### config.mk
export PLATFORM = sky130hd
export DESIGN_NAME = tx_mac_fifo_control
export DESIGN_NICKNAME = d
export VERILOG_FILES = /design/src/verilog/txf_pkg.sv /design/src/verilog/txf_queue.sv /design/src/verilog/tx_mac_fifo_control.sv
export VERILOG_INCLUDE_DIRS = /design/src /design/src/verilog
export SDC_FILE = /design/constraint.sdc
export NUM_CORES = 2
export LEC_CHECK = 0
export BUFFER_PORTS_ARGS = -buffer_cell sky130_fd_sc_hd__clkbuf_2
export CORE_MARGIN = 5
export CORE_UTILIZATION = 60
export CTS_CLUSTER_DIAMETER = 60
export CTS_CLUSTER_SIZE = 20
export DETAILED_ROUTE_END_ITERATION = 8
export PLACE_DENSITY = 0.77
export SLEW_MARGIN = 20
export SYNTH_ARGS = -nofsm -noshare
export SYNTH_HDL_FRONTEND = slang
export SYNTH_SLANG_ARGS = --single-unit
### constraint.sdc
create_clock -name I_CLK_SYS -period 6.9 [get_ports I_CLK_SYS]
set_input_delay 1.38 -clock I_CLK_SYS [delete_from_list [all_inputs] [get_ports I_CLK_SYS]]
set_output_delay 1.38 -clock I_CLK_SYS [all_outputs]
set_load 0.02 [all_outputs]
### src/verilog/txf_consts.svh
`ifndef TXF_CONSTS_SVH
`define TXF_CONSTS_SVH

// Register byte offsets
`define TXF_OFS_CTL 8'h08
`define TXF_OFS_VTYPE 8'h1C
`define TXF_OFS_WP 8'h20
`define TXF_OFS_SWP 8'h24
`define TXF_OFS_WLVL 8'h28
`define TXF_OFS_RP 8'h30
`define TXF_OFS_RSP 8'h34
`define TXF_OFS_RLVL 8'h38

// Control/test bit positions
`define TXF_B_VLAN_ON 25
`define TXF_B_VLAN_OFF 24
`define TXF_B_SWP_T_ON 18
`define TXF_B_SWP_T_OFF 17
`define TXF_B_SWP_STEP 16
`define TXF_B_WP_T_ON 14
`define TXF_B_WP_T_OFF 13
`define TXF_B_WP_STEP 12
`define TXF_B_RP_T_ON 10
`define TXF_B_RP_T_OFF 9
`define TXF_B_RP_STEP 8
`define TXF_B_CLR_UNR 6
`define TXF_B_CLR_DONE 5
`define TXF_B_CLR_PAR 4
`define TXF_B_OP_ON 3
`define TXF_B_OP_OFF 2
`define TXF_B_RST_CLR 1
`define TXF_B_RST_SET 0

// Reset values and sizes
`define TXF_VTYPE_RST 16'h8100
`define TXF_PTR_RST 7'h00
`define TXF_PTR_W 7
`define TXF_STATUS_QW 2
`define TXF_DEPTH 32
`define TXF_DATA_W 64

`endif

### src/verilog/txf_pkg.sv
/*
 Types shared by the tx_fifo_control_test block.
 Assumes txf_consts.svh is on the include path.
*/
package txf_pkg;
`include "txf_consts.svh"

	typedef logic [`TXF_PTR_W-1:0] qptr_t;

	typedef struct packed {
		logic [`TXF_DATA_W-1:0] data;
		logic last;
	} qword_t;

	typedef struct packed {
		logic vlan_on;
		logic swp_test;
		logic wp_test;
		logic rp_test;
		logic op_on;
		logic frst;
		logic [15:0] vlan_type;
		qptr_t wp;
		qptr_t swp;
		qptr_t rp;
		qptr_t rsp;
		logic irq_unr;
		logic irq_done;
		logic irq_par;
		logic wr_rdy;
		logic out_v;
		qword_t out_w;
		logic in_frame;
		logic rvalid;
		logic [31:0] rdata;
	} txf_state_t;

endpackage

### src/verilog/txf_queue.sv
/*
 Synchronous FIFO with valid/ready on both sides and a flush.
 Assumes one clock, a synchronous active-high reset and a clock enable.
*/
module txf_queue #(
	parameter int WIDTH = 65,
	parameter int DEPTH = 32
) (
	input wire logic i_clk,
	input wire logic i_rst,
	input wire logic i_ce,
	input wire logic i_flush,
	input wire logic i_valid,
	input wire logic [WIDTH-1:0] i_data,
	output logic o_ready,
	output logic o_valid,
	output logic [WIDTH-1:0] o_data,
	input wire logic i_ready,
	output logic [$clog2(DEPTH):0] o_count
);
	localparam int AW = $clog2(DEPTH);

	generate
		if (DEPTH < 2 || (1 << AW) != DEPTH) begin : g_bad
			$error("txf_queue: DEPTH must be a power of two >= 2");
		end
	endgenerate

	typedef struct packed {
		logic [AW-1:0] wp;
		logic [AW-1:0] rp;
		logic [AW:0] cnt;
	} q_t;

	logic [WIDTH-1:0] mem [DEPTH];
	q_t s;
	q_t nx;
	logic push;
	logic pop;

	assign o_ready = (s.cnt != (AW+1)'(DEPTH));
	assign o_valid = (s.cnt != '0);
	assign o_data = mem[s.rp];
	assign o_count = s.cnt;
	assign push = i_valid && o_ready && !i_flush;
	assign pop = o_valid && i_ready && !i_flush;

	always_comb begin
		nx = s;
		if (push) begin
			nx.wp = AW'(s.wp + 1'b1);
		end
		if (pop) begin
			nx.rp = AW'(s.rp + 1'b1);
		end
		nx.cnt = (AW+1)'(s.cnt + push - pop);
		if (i_flush) begin
			nx = '0;
		end
	end

	always_ff @(posedge i_clk) begin
		if (i_rst) begin
			s <= '0;
		end else if (i_ce) begin
			s <= nx;
		end
	end

	// Storage has no reset; occupancy alone says what is valid
	always_ff @(posedge i_clk) begin
		if (i_ce && push) begin
			mem[s.wp] <= i_data;
		end
	end
endmodule

### src/verilog/tx_mac_fifo_control.sv
/*
 Tx_fifo_control_test: qword queue filled by the buffer side and
 drained by the MAC transmitter, with control/test, pointer, level and
 VLAN Ethertype registers on a simple word register port.
 Assumes all inputs are synchronous to I_CLK_SYS and that the register
 port presents one access per cycle, read data one cycle later.
*/
// How it works
// - On/off pairs act on bits written 1; read 0b10 on, 0b01 off.
// - Bit 25 enables, bit 24 disables VLAN insertion; disabled after reset.
// - Bits 18/17 toggle tentative pointer test; bit 16 steps it.
// - Bits 14/13 toggle write pointer test; bit 12 steps it.
// - Bits 10/9 toggle read pointer test; bit 8 steps it.
// - Writing bit 6 clears pending underrun; reads zero.
// - Writing bit 5 clears pending transmission complete; reads zero.
// - Writing bit 4 clears pending parity error; reads zero.
// - Bits 3/2 turn operation on/off; off aborts activity; off after reset.
// - Bit 0 asserts, bit 1 releases FIFO reset; asserted after reset.
// - Ethertype register resets to 0x8100, MSB in bits 7:0.
// - Seven-bit write pointer in qwords, reset zero, test writable.
// - Seven-bit tentative write pointer in qwords, reset zero, test writable.
// - Level registers count qwords including two status qwords per packet.
// - Seven-bit read pointer in qwords, reset zero, test writable.
// - Seven-bit restart pointer in qwords, reset zero, test writable.
// - Frame sent successfully raises transmission complete event.
// - Queue empty while MAC drains a frame raises underrun event.
`include "txf_consts.svh"

module tx_mac_fifo_control
	import txf_pkg::*;
#(
	parameter int DEPTH = `TXF_DEPTH,
	parameter int STATUS_QW = `TXF_STATUS_QW
) (
	input wire logic I_CLK_SYS,
	input wire logic I_SYS_RST,
	input wire logic I_CE,
	input wire logic I_REG_WR,
	input wire logic I_REG_RD,
	input wire logic [7:0] I_REG_ADDR,
	input wire logic [31:0] I_REG_WDATA,
	output logic [31:0] O_REG_RDATA,
	output logic O_REG_RVALID,
	input wire logic I_WR_VALID,
	input wire logic [`TXF_DATA_W-1:0] I_WR_DATA,
	input wire logic I_WR_LAST,
	output logic O_WR_READY,
	output logic O_RD_VALID,
	output logic [`TXF_DATA_W-1:0] O_RD_DATA,
	output logic O_RD_LAST,
	input wire logic I_RD_READY,
	input wire logic I_MAC_TX_OK,
	output logic O_VLAN_EN,
	output logic [15:0] O_VLAN_TYPE,
	output logic O_IRQ_UNDERRUN,
	output logic O_IRQ_TX_DONE,
	output logic O_IRQ_PARITY
);
	localparam int CW = $clog2(DEPTH) + 1;
	localparam int QW = $bits(qword_t) + 1;

	generate
		if (DEPTH < 4 || DEPTH > 64) begin : g_bad_depth
			$error("tx_mac_fifo_control: DEPTH must lie in 4..64");
		end
		if (STATUS_QW < 0 || STATUS_QW > 8) begin : g_bad_status
			$error("tx_mac_fifo_control: STATUS_QW must lie in 0..8");
		end
	endgenerate

	// Next state of an on/off pair; the on bit wins a double write
	function automatic logic pair_next(input logic cur, input logic on, input logic off);
		if (on) begin
			pair_next = 1'b1;
		end else if (off) begin
			pair_next = 1'b0;
		end else begin
			pair_next = cur;
		end
	endfunction

	// Read-back image of a pair
	function automatic logic [1:0] pair_rd(input logic on);
		pair_rd = on ? 2'b10 : 2'b01;
	endfunction

	// Pointer arithmetic wraps at the seven-bit range
	function automatic qptr_t ptr_add(input qptr_t p, input qptr_t n);
		ptr_add = qptr_t'(p + n);
	endfunction

	function automatic qptr_t ptr_diff(input qptr_t a, input qptr_t b);
		ptr_diff = qptr_t'(a - b);
	endfunction

	function automatic txf_state_t reset_state();
		txf_state_t r;
		r = '0;
		r.frst = 1'b1;
		r.vlan_type = `TXF_VTYPE_RST;
		r.wp = `TXF_PTR_RST;
		r.swp = `TXF_PTR_RST;
		r.rp = `TXF_PTR_RST;
		r.rsp = `TXF_PTR_RST;
		reset_state = r;
	endfunction

	localparam qptr_t ONE_QW = qptr_t'(1);
	// A packet's last qword also accounts for its STATUS_QW stored status qwords
	localparam qptr_t LAST_QW = qptr_t'(STATUS_QW + 1);

	txf_state_t s;
	txf_state_t nx;
	txf_state_t held;
	logic run;
	logic run_n;
	logic wr_push;
	logic f_in_ready;
	logic f_out_ready;
	logic f_valid;
	logic [QW-1:0] f_in;
	logic [QW-1:0] f_out;
	logic [CW-1:0] f_count;
	logic [CW:0] room;
	logic pop;
	logic take;
	logic underrun;
	logic par_err;
	logic ctl_wr;
	logic [31:0] wd;
	qword_t in_w;

	assign run = s.op_on && !s.frst;
	assign wr_push = I_WR_VALID && s.wr_rdy;
	assign in_w = '{data: I_WR_DATA, last: I_WR_LAST};
	assign f_in = {^in_w, in_w};
	// Queue drains into the output register only while it is free or emptying
	assign f_out_ready = run && (!s.out_v || I_RD_READY);
	assign pop = f_valid && f_out_ready;
	assign take = s.out_v && I_RD_READY;
	assign par_err = pop && (^f_out);
	assign underrun = run && s.in_frame && I_RD_READY && !s.out_v;
	assign ctl_wr = I_REG_WR && (I_REG_ADDR == `TXF_OFS_CTL);
	assign wd = I_REG_WDATA;

	txf_queue #(
		.WIDTH(QW),
		.DEPTH(DEPTH)
	) u_queue (
		.i_clk(I_CLK_SYS),
		.i_rst(I_SYS_RST),
		.i_ce(I_CE),
		.i_flush(!run),
		.i_valid(wr_push),
		.i_data(f_in),
		.o_ready(f_in_ready),
		.o_valid(f_valid),
		.o_data(f_out),
		.i_ready(f_out_ready),
		.o_count(f_count)
	);

	always_comb begin
		nx = s;
		held = reset_state();
		room = '0;

		// Fill side: every qword advances the tentative pointer,
		// a packet end commits it to the write pointer
		if (wr_push) begin
			if (I_WR_LAST) begin
				nx.swp = ptr_add(s.swp, LAST_QW);
				nx.wp = ptr_add(s.swp, LAST_QW);
			end else begin
				nx.swp = ptr_add(s.swp, ONE_QW);
			end
		end

		// Drain side: restart pointer marks the start of the next packet
		if (take) begin
			nx.out_v = 1'b0;
			nx.in_frame = !s.out_w.last;
			if (s.out_w.last) begin
				nx.rp = ptr_add(s.rp, LAST_QW);
				nx.rsp = ptr_add(s.rp, LAST_QW);
			end else begin
				nx.rp = ptr_add(s.rp, ONE_QW);
			end
		end
		if (pop) begin
			nx.out_v = 1'b1;
			nx.out_w = f_out[QW-2:0];
		end

		// Flag clears first so a same-cycle event still sets the flag
		if (ctl_wr && wd[`TXF_B_CLR_UNR]) begin
			nx.irq_unr = 1'b0;
		end
		if (ctl_wr && wd[`TXF_B_CLR_DONE]) begin
			nx.irq_done = 1'b0;
		end
		if (ctl_wr && wd[`TXF_B_CLR_PAR]) begin
			nx.irq_par = 1'b0;
		end
		if (underrun) begin
			nx.irq_unr = 1'b1;
		end
		if (I_MAC_TX_OK && !s.frst) begin
			nx.irq_done = 1'b1;
		end
		if (par_err) begin
			nx.irq_par = 1'b1;
		end

		// Command bits; test steps act only while their test mode is on
		if (ctl_wr) begin
			nx.vlan_on = pair_next(s.vlan_on, wd[`TXF_B_VLAN_ON], wd[`TXF_B_VLAN_OFF]);
			nx.swp_test = pair_next(s.swp_test, wd[`TXF_B_SWP_T_ON], wd[`TXF_B_SWP_T_OFF]);
			nx.wp_test = pair_next(s.wp_test, wd[`TXF_B_WP_T_ON], wd[`TXF_B_WP_T_OFF]);
			nx.rp_test = pair_next(s.rp_test, wd[`TXF_B_RP_T_ON], wd[`TXF_B_RP_T_OFF]);
			nx.op_on = pair_next(s.op_on, wd[`TXF_B_OP_ON], wd[`TXF_B_OP_OFF]);
			nx.frst = pair_next(s.frst, wd[`TXF_B_RST_SET], wd[`TXF_B_RST_CLR]);
			if (s.swp_test && wd[`TXF_B_SWP_STEP]) begin
				nx.swp = ptr_add(s.swp, ONE_QW);
			end
			if (s.wp_test && wd[`TXF_B_WP_STEP]) begin
				nx.wp = ptr_add(s.wp, ONE_QW);
			end
			if (s.rp_test && wd[`TXF_B_RP_STEP]) begin
				nx.rp = ptr_add(s.rp, ONE_QW);
			end
		end

		// Direct pointer loads need the matching test mode; levels are
		// derived and take no write
		if (I_REG_WR) begin
			case (I_REG_ADDR)
				`TXF_OFS_VTYPE: nx.vlan_type = wd[15:0];
				`TXF_OFS_WP: begin
					if (s.wp_test) begin
						nx.wp = wd[`TXF_PTR_W-1:0];
					end
				end
				`TXF_OFS_SWP: begin
					if (s.swp_test) begin
						nx.swp = wd[`TXF_PTR_W-1:0];
					end
				end
				`TXF_OFS_RP: begin
					if (s.rp_test) begin
						nx.rp = wd[`TXF_PTR_W-1:0];
					end
				end
				`TXF_OFS_RSP: begin
					if (s.rp_test) begin
						nx.rsp = wd[`TXF_PTR_W-1:0];
					end
				end
				default: ;
			endcase
		end

		// Operation off drops the frame in flight
		if (!run) begin
			nx.out_v = 1'b0;
			nx.in_frame = 1'b0;
		end

		// Ready is registered, so grant only if the word accepted this
		// cycle still leaves a free slot for the one it may admit next
		run_n = nx.op_on && !nx.frst;
		room = (CW+1)'({1'b0, f_count} + {{CW{1'b0}}, wr_push});
		nx.wr_rdy = run_n && f_in_ready && (room < (CW+1)'(DEPTH - 1));

		// Register read returns one cycle after the request
		nx.rvalid = I_REG_RD;
		if (I_REG_RD) begin
			nx.rdata = '0;
			case (I_REG_ADDR)
				`TXF_OFS_CTL: begin
					nx.rdata[`TXF_B_VLAN_ON:`TXF_B_VLAN_OFF] = pair_rd(s.vlan_on);
					nx.rdata[`TXF_B_SWP_T_ON:`TXF_B_SWP_T_OFF] = pair_rd(s.swp_test);
					nx.rdata[`TXF_B_WP_T_ON:`TXF_B_WP_T_OFF] = pair_rd(s.wp_test);
					nx.rdata[`TXF_B_RP_T_ON:`TXF_B_RP_T_OFF] = pair_rd(s.rp_test);
					nx.rdata[`TXF_B_OP_ON:`TXF_B_OP_OFF] = pair_rd(s.op_on);
					nx.rdata[`TXF_B_RST_CLR:`TXF_B_RST_SET] = pair_rd(!s.frst);
				end
				`TXF_OFS_VTYPE: nx.rdata[15:0] = s.vlan_type;
				`TXF_OFS_WP: nx.rdata[`TXF_PTR_W-1:0] = s.wp;
				`TXF_OFS_SWP: nx.rdata[`TXF_PTR_W-1:0] = s.swp;
				`TXF_OFS_WLVL: nx.rdata[`TXF_PTR_W-1:0] = ptr_diff(s.swp, s.rsp);
				`TXF_OFS_RP: nx.rdata[`TXF_PTR_W-1:0] = s.rp;
				`TXF_OFS_RSP: nx.rdata[`TXF_PTR_W-1:0] = s.rsp;
				`TXF_OFS_RLVL: nx.rdata[`TXF_PTR_W-1:0] = ptr_diff(s.wp, s.rp);
				default: nx.rdata = '0;
			endcase
		end

		// FIFO reset holds every function at its reset value, but the
		// register port keeps answering so software can release it
		if (nx.frst) begin
			held.rvalid = nx.rvalid;
			held.rdata = nx.rdata;
			nx = held;
		end
	end

	always_ff @(posedge I_CLK_SYS) begin
		if (I_SYS_RST) begin
			s <= reset_state();
		end else if (I_CE) begin
			s <= nx;
		end
	end

	assign O_REG_RDATA = s.rdata;
	assign O_REG_RVALID = s.rvalid;
	assign O_WR_READY = s.wr_rdy;
	assign O_RD_VALID = s.out_v;
	assign O_RD_DATA = s.out_w.data;
	assign O_RD_LAST = s.out_w.last;
	assign O_VLAN_EN = s.vlan_on;
	// Stored byte-swapped; driven out most significant byte first
	assign O_VLAN_TYPE = {s.vlan_type[7:0], s.vlan_type[15:8]};
	assign O_IRQ_UNDERRUN = s.irq_unr;
	assign O_IRQ_TX_DONE = s.irq_done;
	assign O_IRQ_PARITY = s.irq_par;
endmodule

==> results.md <==
* Syn_area_per_cell at 19.7 sq um
* Vias/cell at 6.85
* Worst setup SP type: flip-flop
* Power Total at 25000 uW
* Final hold viol count at 0
* Io pins at 233
* Period utilisation layout at 76.4%
* Postcts setup bufs at 0
* CTS tree: yes
* Synth Area in XOR/XNOR at 1.62%
* Least-Margin Pin Slew at 1.18 ns
* DP HPWL at 133 mm
* Total wire length at 236 mm
* Synth async-reset ratio at 0%
* DRC viols at 0
* Overall global routing resource usage at 29.7%
* Post-route setup TNS at 0 ns
* Number of synthesized flops with an enable pin at 2112
* Status: finished clean
* Post-layout util at 65.5%
* Maxcap violations at 0
* P_leak at 0.0304 uW
* Num rows at 143
* Vias at 47458
* Vias in the first global route at 46434
* Grt ovf at 0
* Seq/Total Area, Yosys at 73.2%
* Critical path class: reg -> reg
* FF-to-FF setup slack at 1.63 ns
* Port-buffer cells at 209
* Final Setup Violations at 0
* Routability cong. at 0.884
* Synth Area in Simple Gates at 2.68%
* Clock sinks at 2275
* Post-CTS Hold Buffers at 0
* Critical Path AT at 5.99 ns
* CTS root buf: clkbuf_16
* Pwr Density at 252 nW/um^2
* Die Ht at 400 um
* Register clock-pin slew on the reported worst setup and hold paths at 0.08 ns
* Synth Area in Compound Gates at 3.53%
* Die area at 160000 sq um
* Placed Area at 94400 sq um
* Mapped cell area at 91100 sq um
* Routed len/inst at 34.1 um
* Initial drt markers at 7390
* Critical path endpoint category: flip-flop
* Core area at 152000 sq um
* Slew margin rel. at 21.3%
* First-pass GRT wire length at 335 mm
* Fin nets at 4940
* Area delta synth->final at 8.85%
* Max Fanout on Critical Path at 50
* Fmax at 0.190 GHz
* Synth Area in Adders at 0.574%
* Synth cell types at 77
* Max-slew violations at 0
* Filler Cells Inserted at 9660
* Largest family of logic cells by synthesized area: multiplexers
* VDD IR max at 0.331 mV
* RSZ-0062 raised after global routing: no
* Router iterations before antenna repair at 6
* Synth Flop Type: edfxtp_1
* Syn Inst Count at 4616
* Fin crit period at 5.27 ns
* Largest net degree at the start of global routing at 83
* Initial core utilization at 60.1%
* Mux cell area share after synthesis at 15.5%
* Number of antenna violations at the first check in global routing at 16
* H-tree level count at 4
* Clock buffer depth at 3
* Yosys reg bits at 2275
* Syn. warnings at 0
* Num CTS Buffers at 149
* WP data required at 7.62 ns
* Final Skew at 0.0363 ns
* Min-Delay Path Class: reg -> reg
* Horiz. Die Dim at 400 um
* Clk_lat worst skew at 0.81 ns
* Post_cts resized at 0
* Post-route cell area at 99200 sq um
* ANT nets after route at 0
* Layout cell share with drive strength beyond 1 at 25.3%
cell families (layout without fill, tap and decap cells):
| logic type | count (synthesis) | count (layout) |
|---|---|---|
| compound gates | 480 | 480 |
| flops | 2275 | 2275 |
| simple gates | 557 | 557 |
| mux | 705 | 705 |
| fa+ha+maj | 40 | 40 |
| other cells | 1 | 21 |
| buf+inv | 408 | 672 |
| xor+xnor | 150 | 150 |
flip-flops by register name, indices dropped and copies added (netlist names), named ones only:
name	flops
u_queue.mem	2112
O_REG_RDATA	20
O_IRQ_TX_DONE	1
s	34
O_VLAN_EN	1
u_queue.s	10
O_IRQ_UNDERRUN	1
O_WR_READY	1
O_REG_RVALID	1
O_RD_VALID	1
O_IRQ_PARITY	1
O_RD_DATA	64
u_queue.o_count	6
O_RD_LAST	1
O_VLAN_TYPE	16
metrics by stage:
step | hold slack [ns] | instances | setup slack [ns]
after floorplan | 0.432 | 4627 | 1.29
after global placement | 0.441 | 6666 | 1.89
after detailed placement | 0.445 | 6666 | 1.82
after CTS | 0.456 | 6921 | 1.79
after global routing | 0.468 | 6925 | 1.47
final | 0.457 | 6930 | 1.63
critical path: stages (launching register included):
cell and delay [ns]:
dfxtp_4 0.56, buf_4 0.79, nor2b_1 0.76, nand2_1 0.48, o22ai_1 0.27, or3_1 0.55, xnor2_1 0.15, xnor2_1 0.16
xnor2_1 0.22, buf_4 0.22, xnor3_1 0.30, xnor3_1 0.43, o31ai_2 0.18
path summary, 6_finish.rpt:
kind | from | end | depth (start not counted)
worst min register to register | O_REG_RDATA[12]$_SDFFE_PP0P_ | O_REG_RDATA[12]$_SDFFE_PP0P_ | 2
worst max-delay path | flip-flop | O_IRQ_PARITY$_SDFFE_PP0P_ | 12
worst max register to register | flip-flop | O_IRQ_PARITY$_SDFFE_PP0P_ | 12
worst min-delay path | O_REG_RDATA[12]$_SDFFE_PP0P_ | O_REG_RDATA[12]$_SDFFE_PP0P_ | 2
area by class of cell:
class                      count  area [sq um]  area share, %
inverter                      44           171          0.173
multi-input combinational   1944         22200           22.3
clock buffer                 188          3990           4.02
antenna                        9          22.5         0.0227
tap                         2030          2540           2.56
clock inverter                67           779          0.786
timing repair buffer         373          2830           2.86
sequential                  2275         66700           67.2
per-layer routing:
metal / vias to the layer above / global-route usage, % / part of all wire, %
li1: 18994 / - / -
met1: 24548 / 42.0 / 36
met2: 3429 / 46.6 / 48
met3: 475 / 7.15 / 13
met4: 12 / 9.60 / 3.4
met5: - / 0 / 0.042
cells in the mapped netlist, drive strengths merged, types with 3 or more instances:
cell / instances / area (sq um)
edfxtp: 2112 / 63400
mux4: 562 / 12700
buf: 260 / 2050
nor2: 206 / 773
nand2: 179 / 672
dfxtp: 163 / 3260
a21oi: 130 / 654
mux2i: 119 / 1200
clkbuf: 104 / 394
xnor2: 104 / 911
a22oi: 97 / 728
o21ai: 70 / 350
nand3: 65 / 325
inv: 44 / 165
ha: 37 / 463
xor2: 34 / 298
o22ai: 28 / 175
mux2: 24 / 270
nor3: 22 / 110
a221oi: 21 / 196
a32oi: 18 / 158
o211ai: 18 / 135
a211oi: 14 / 105
a21o: 14 / 105
and2: 12 / 75.1
nand4: 12 / 75.1
o221ai: 12 / 105
xnor3: 11 / 248
nor2b: 10 / 62.6
a22o: 9 / 78.8
nor4: 9 / 56.3
nand2b: 8 / 50.1
nand3b: 8 / 60.1
and3: 7 / 43.8
o21a: 7 / 52.6
o31ai: 6 / 50.1
or3: 6 / 37.5
a222oi: 4 / 40.0
a31oi: 4 / 25.0
o21bai: 4 / 30.0
o22a: 4 / 35.0
or2: 4 / 25.0
a221o: 3 / 30.0
a2bb2oi: 3 / 26.3
fa: 3 / 60.1
where the power goes:
group          switching [uW]  internal, uW  leakage [uW]
Sequential               1.65         15200        0.0203
Combinational             527           142       0.00784
Clock                    4710          4420       0.00230
Total                    5230         19800        0.0304
placed cells by master, fill, tap and decap left out, drive strengths merged, types with 24 or more instances in the layout:
cell and n:
xor2 34, dfxtp 163, buf 165, o21ai 70
o22ai 28, ha 37, a21oi 130, edfxtp 2112
nor2 206, inv 71, nand3 65, nand2 179
a22oi 97, mux2i 119, mux2 24, clkinv 25
mux4 562, xnor2 104, clkbuf 396
Power figures use the tool's default switching activity.
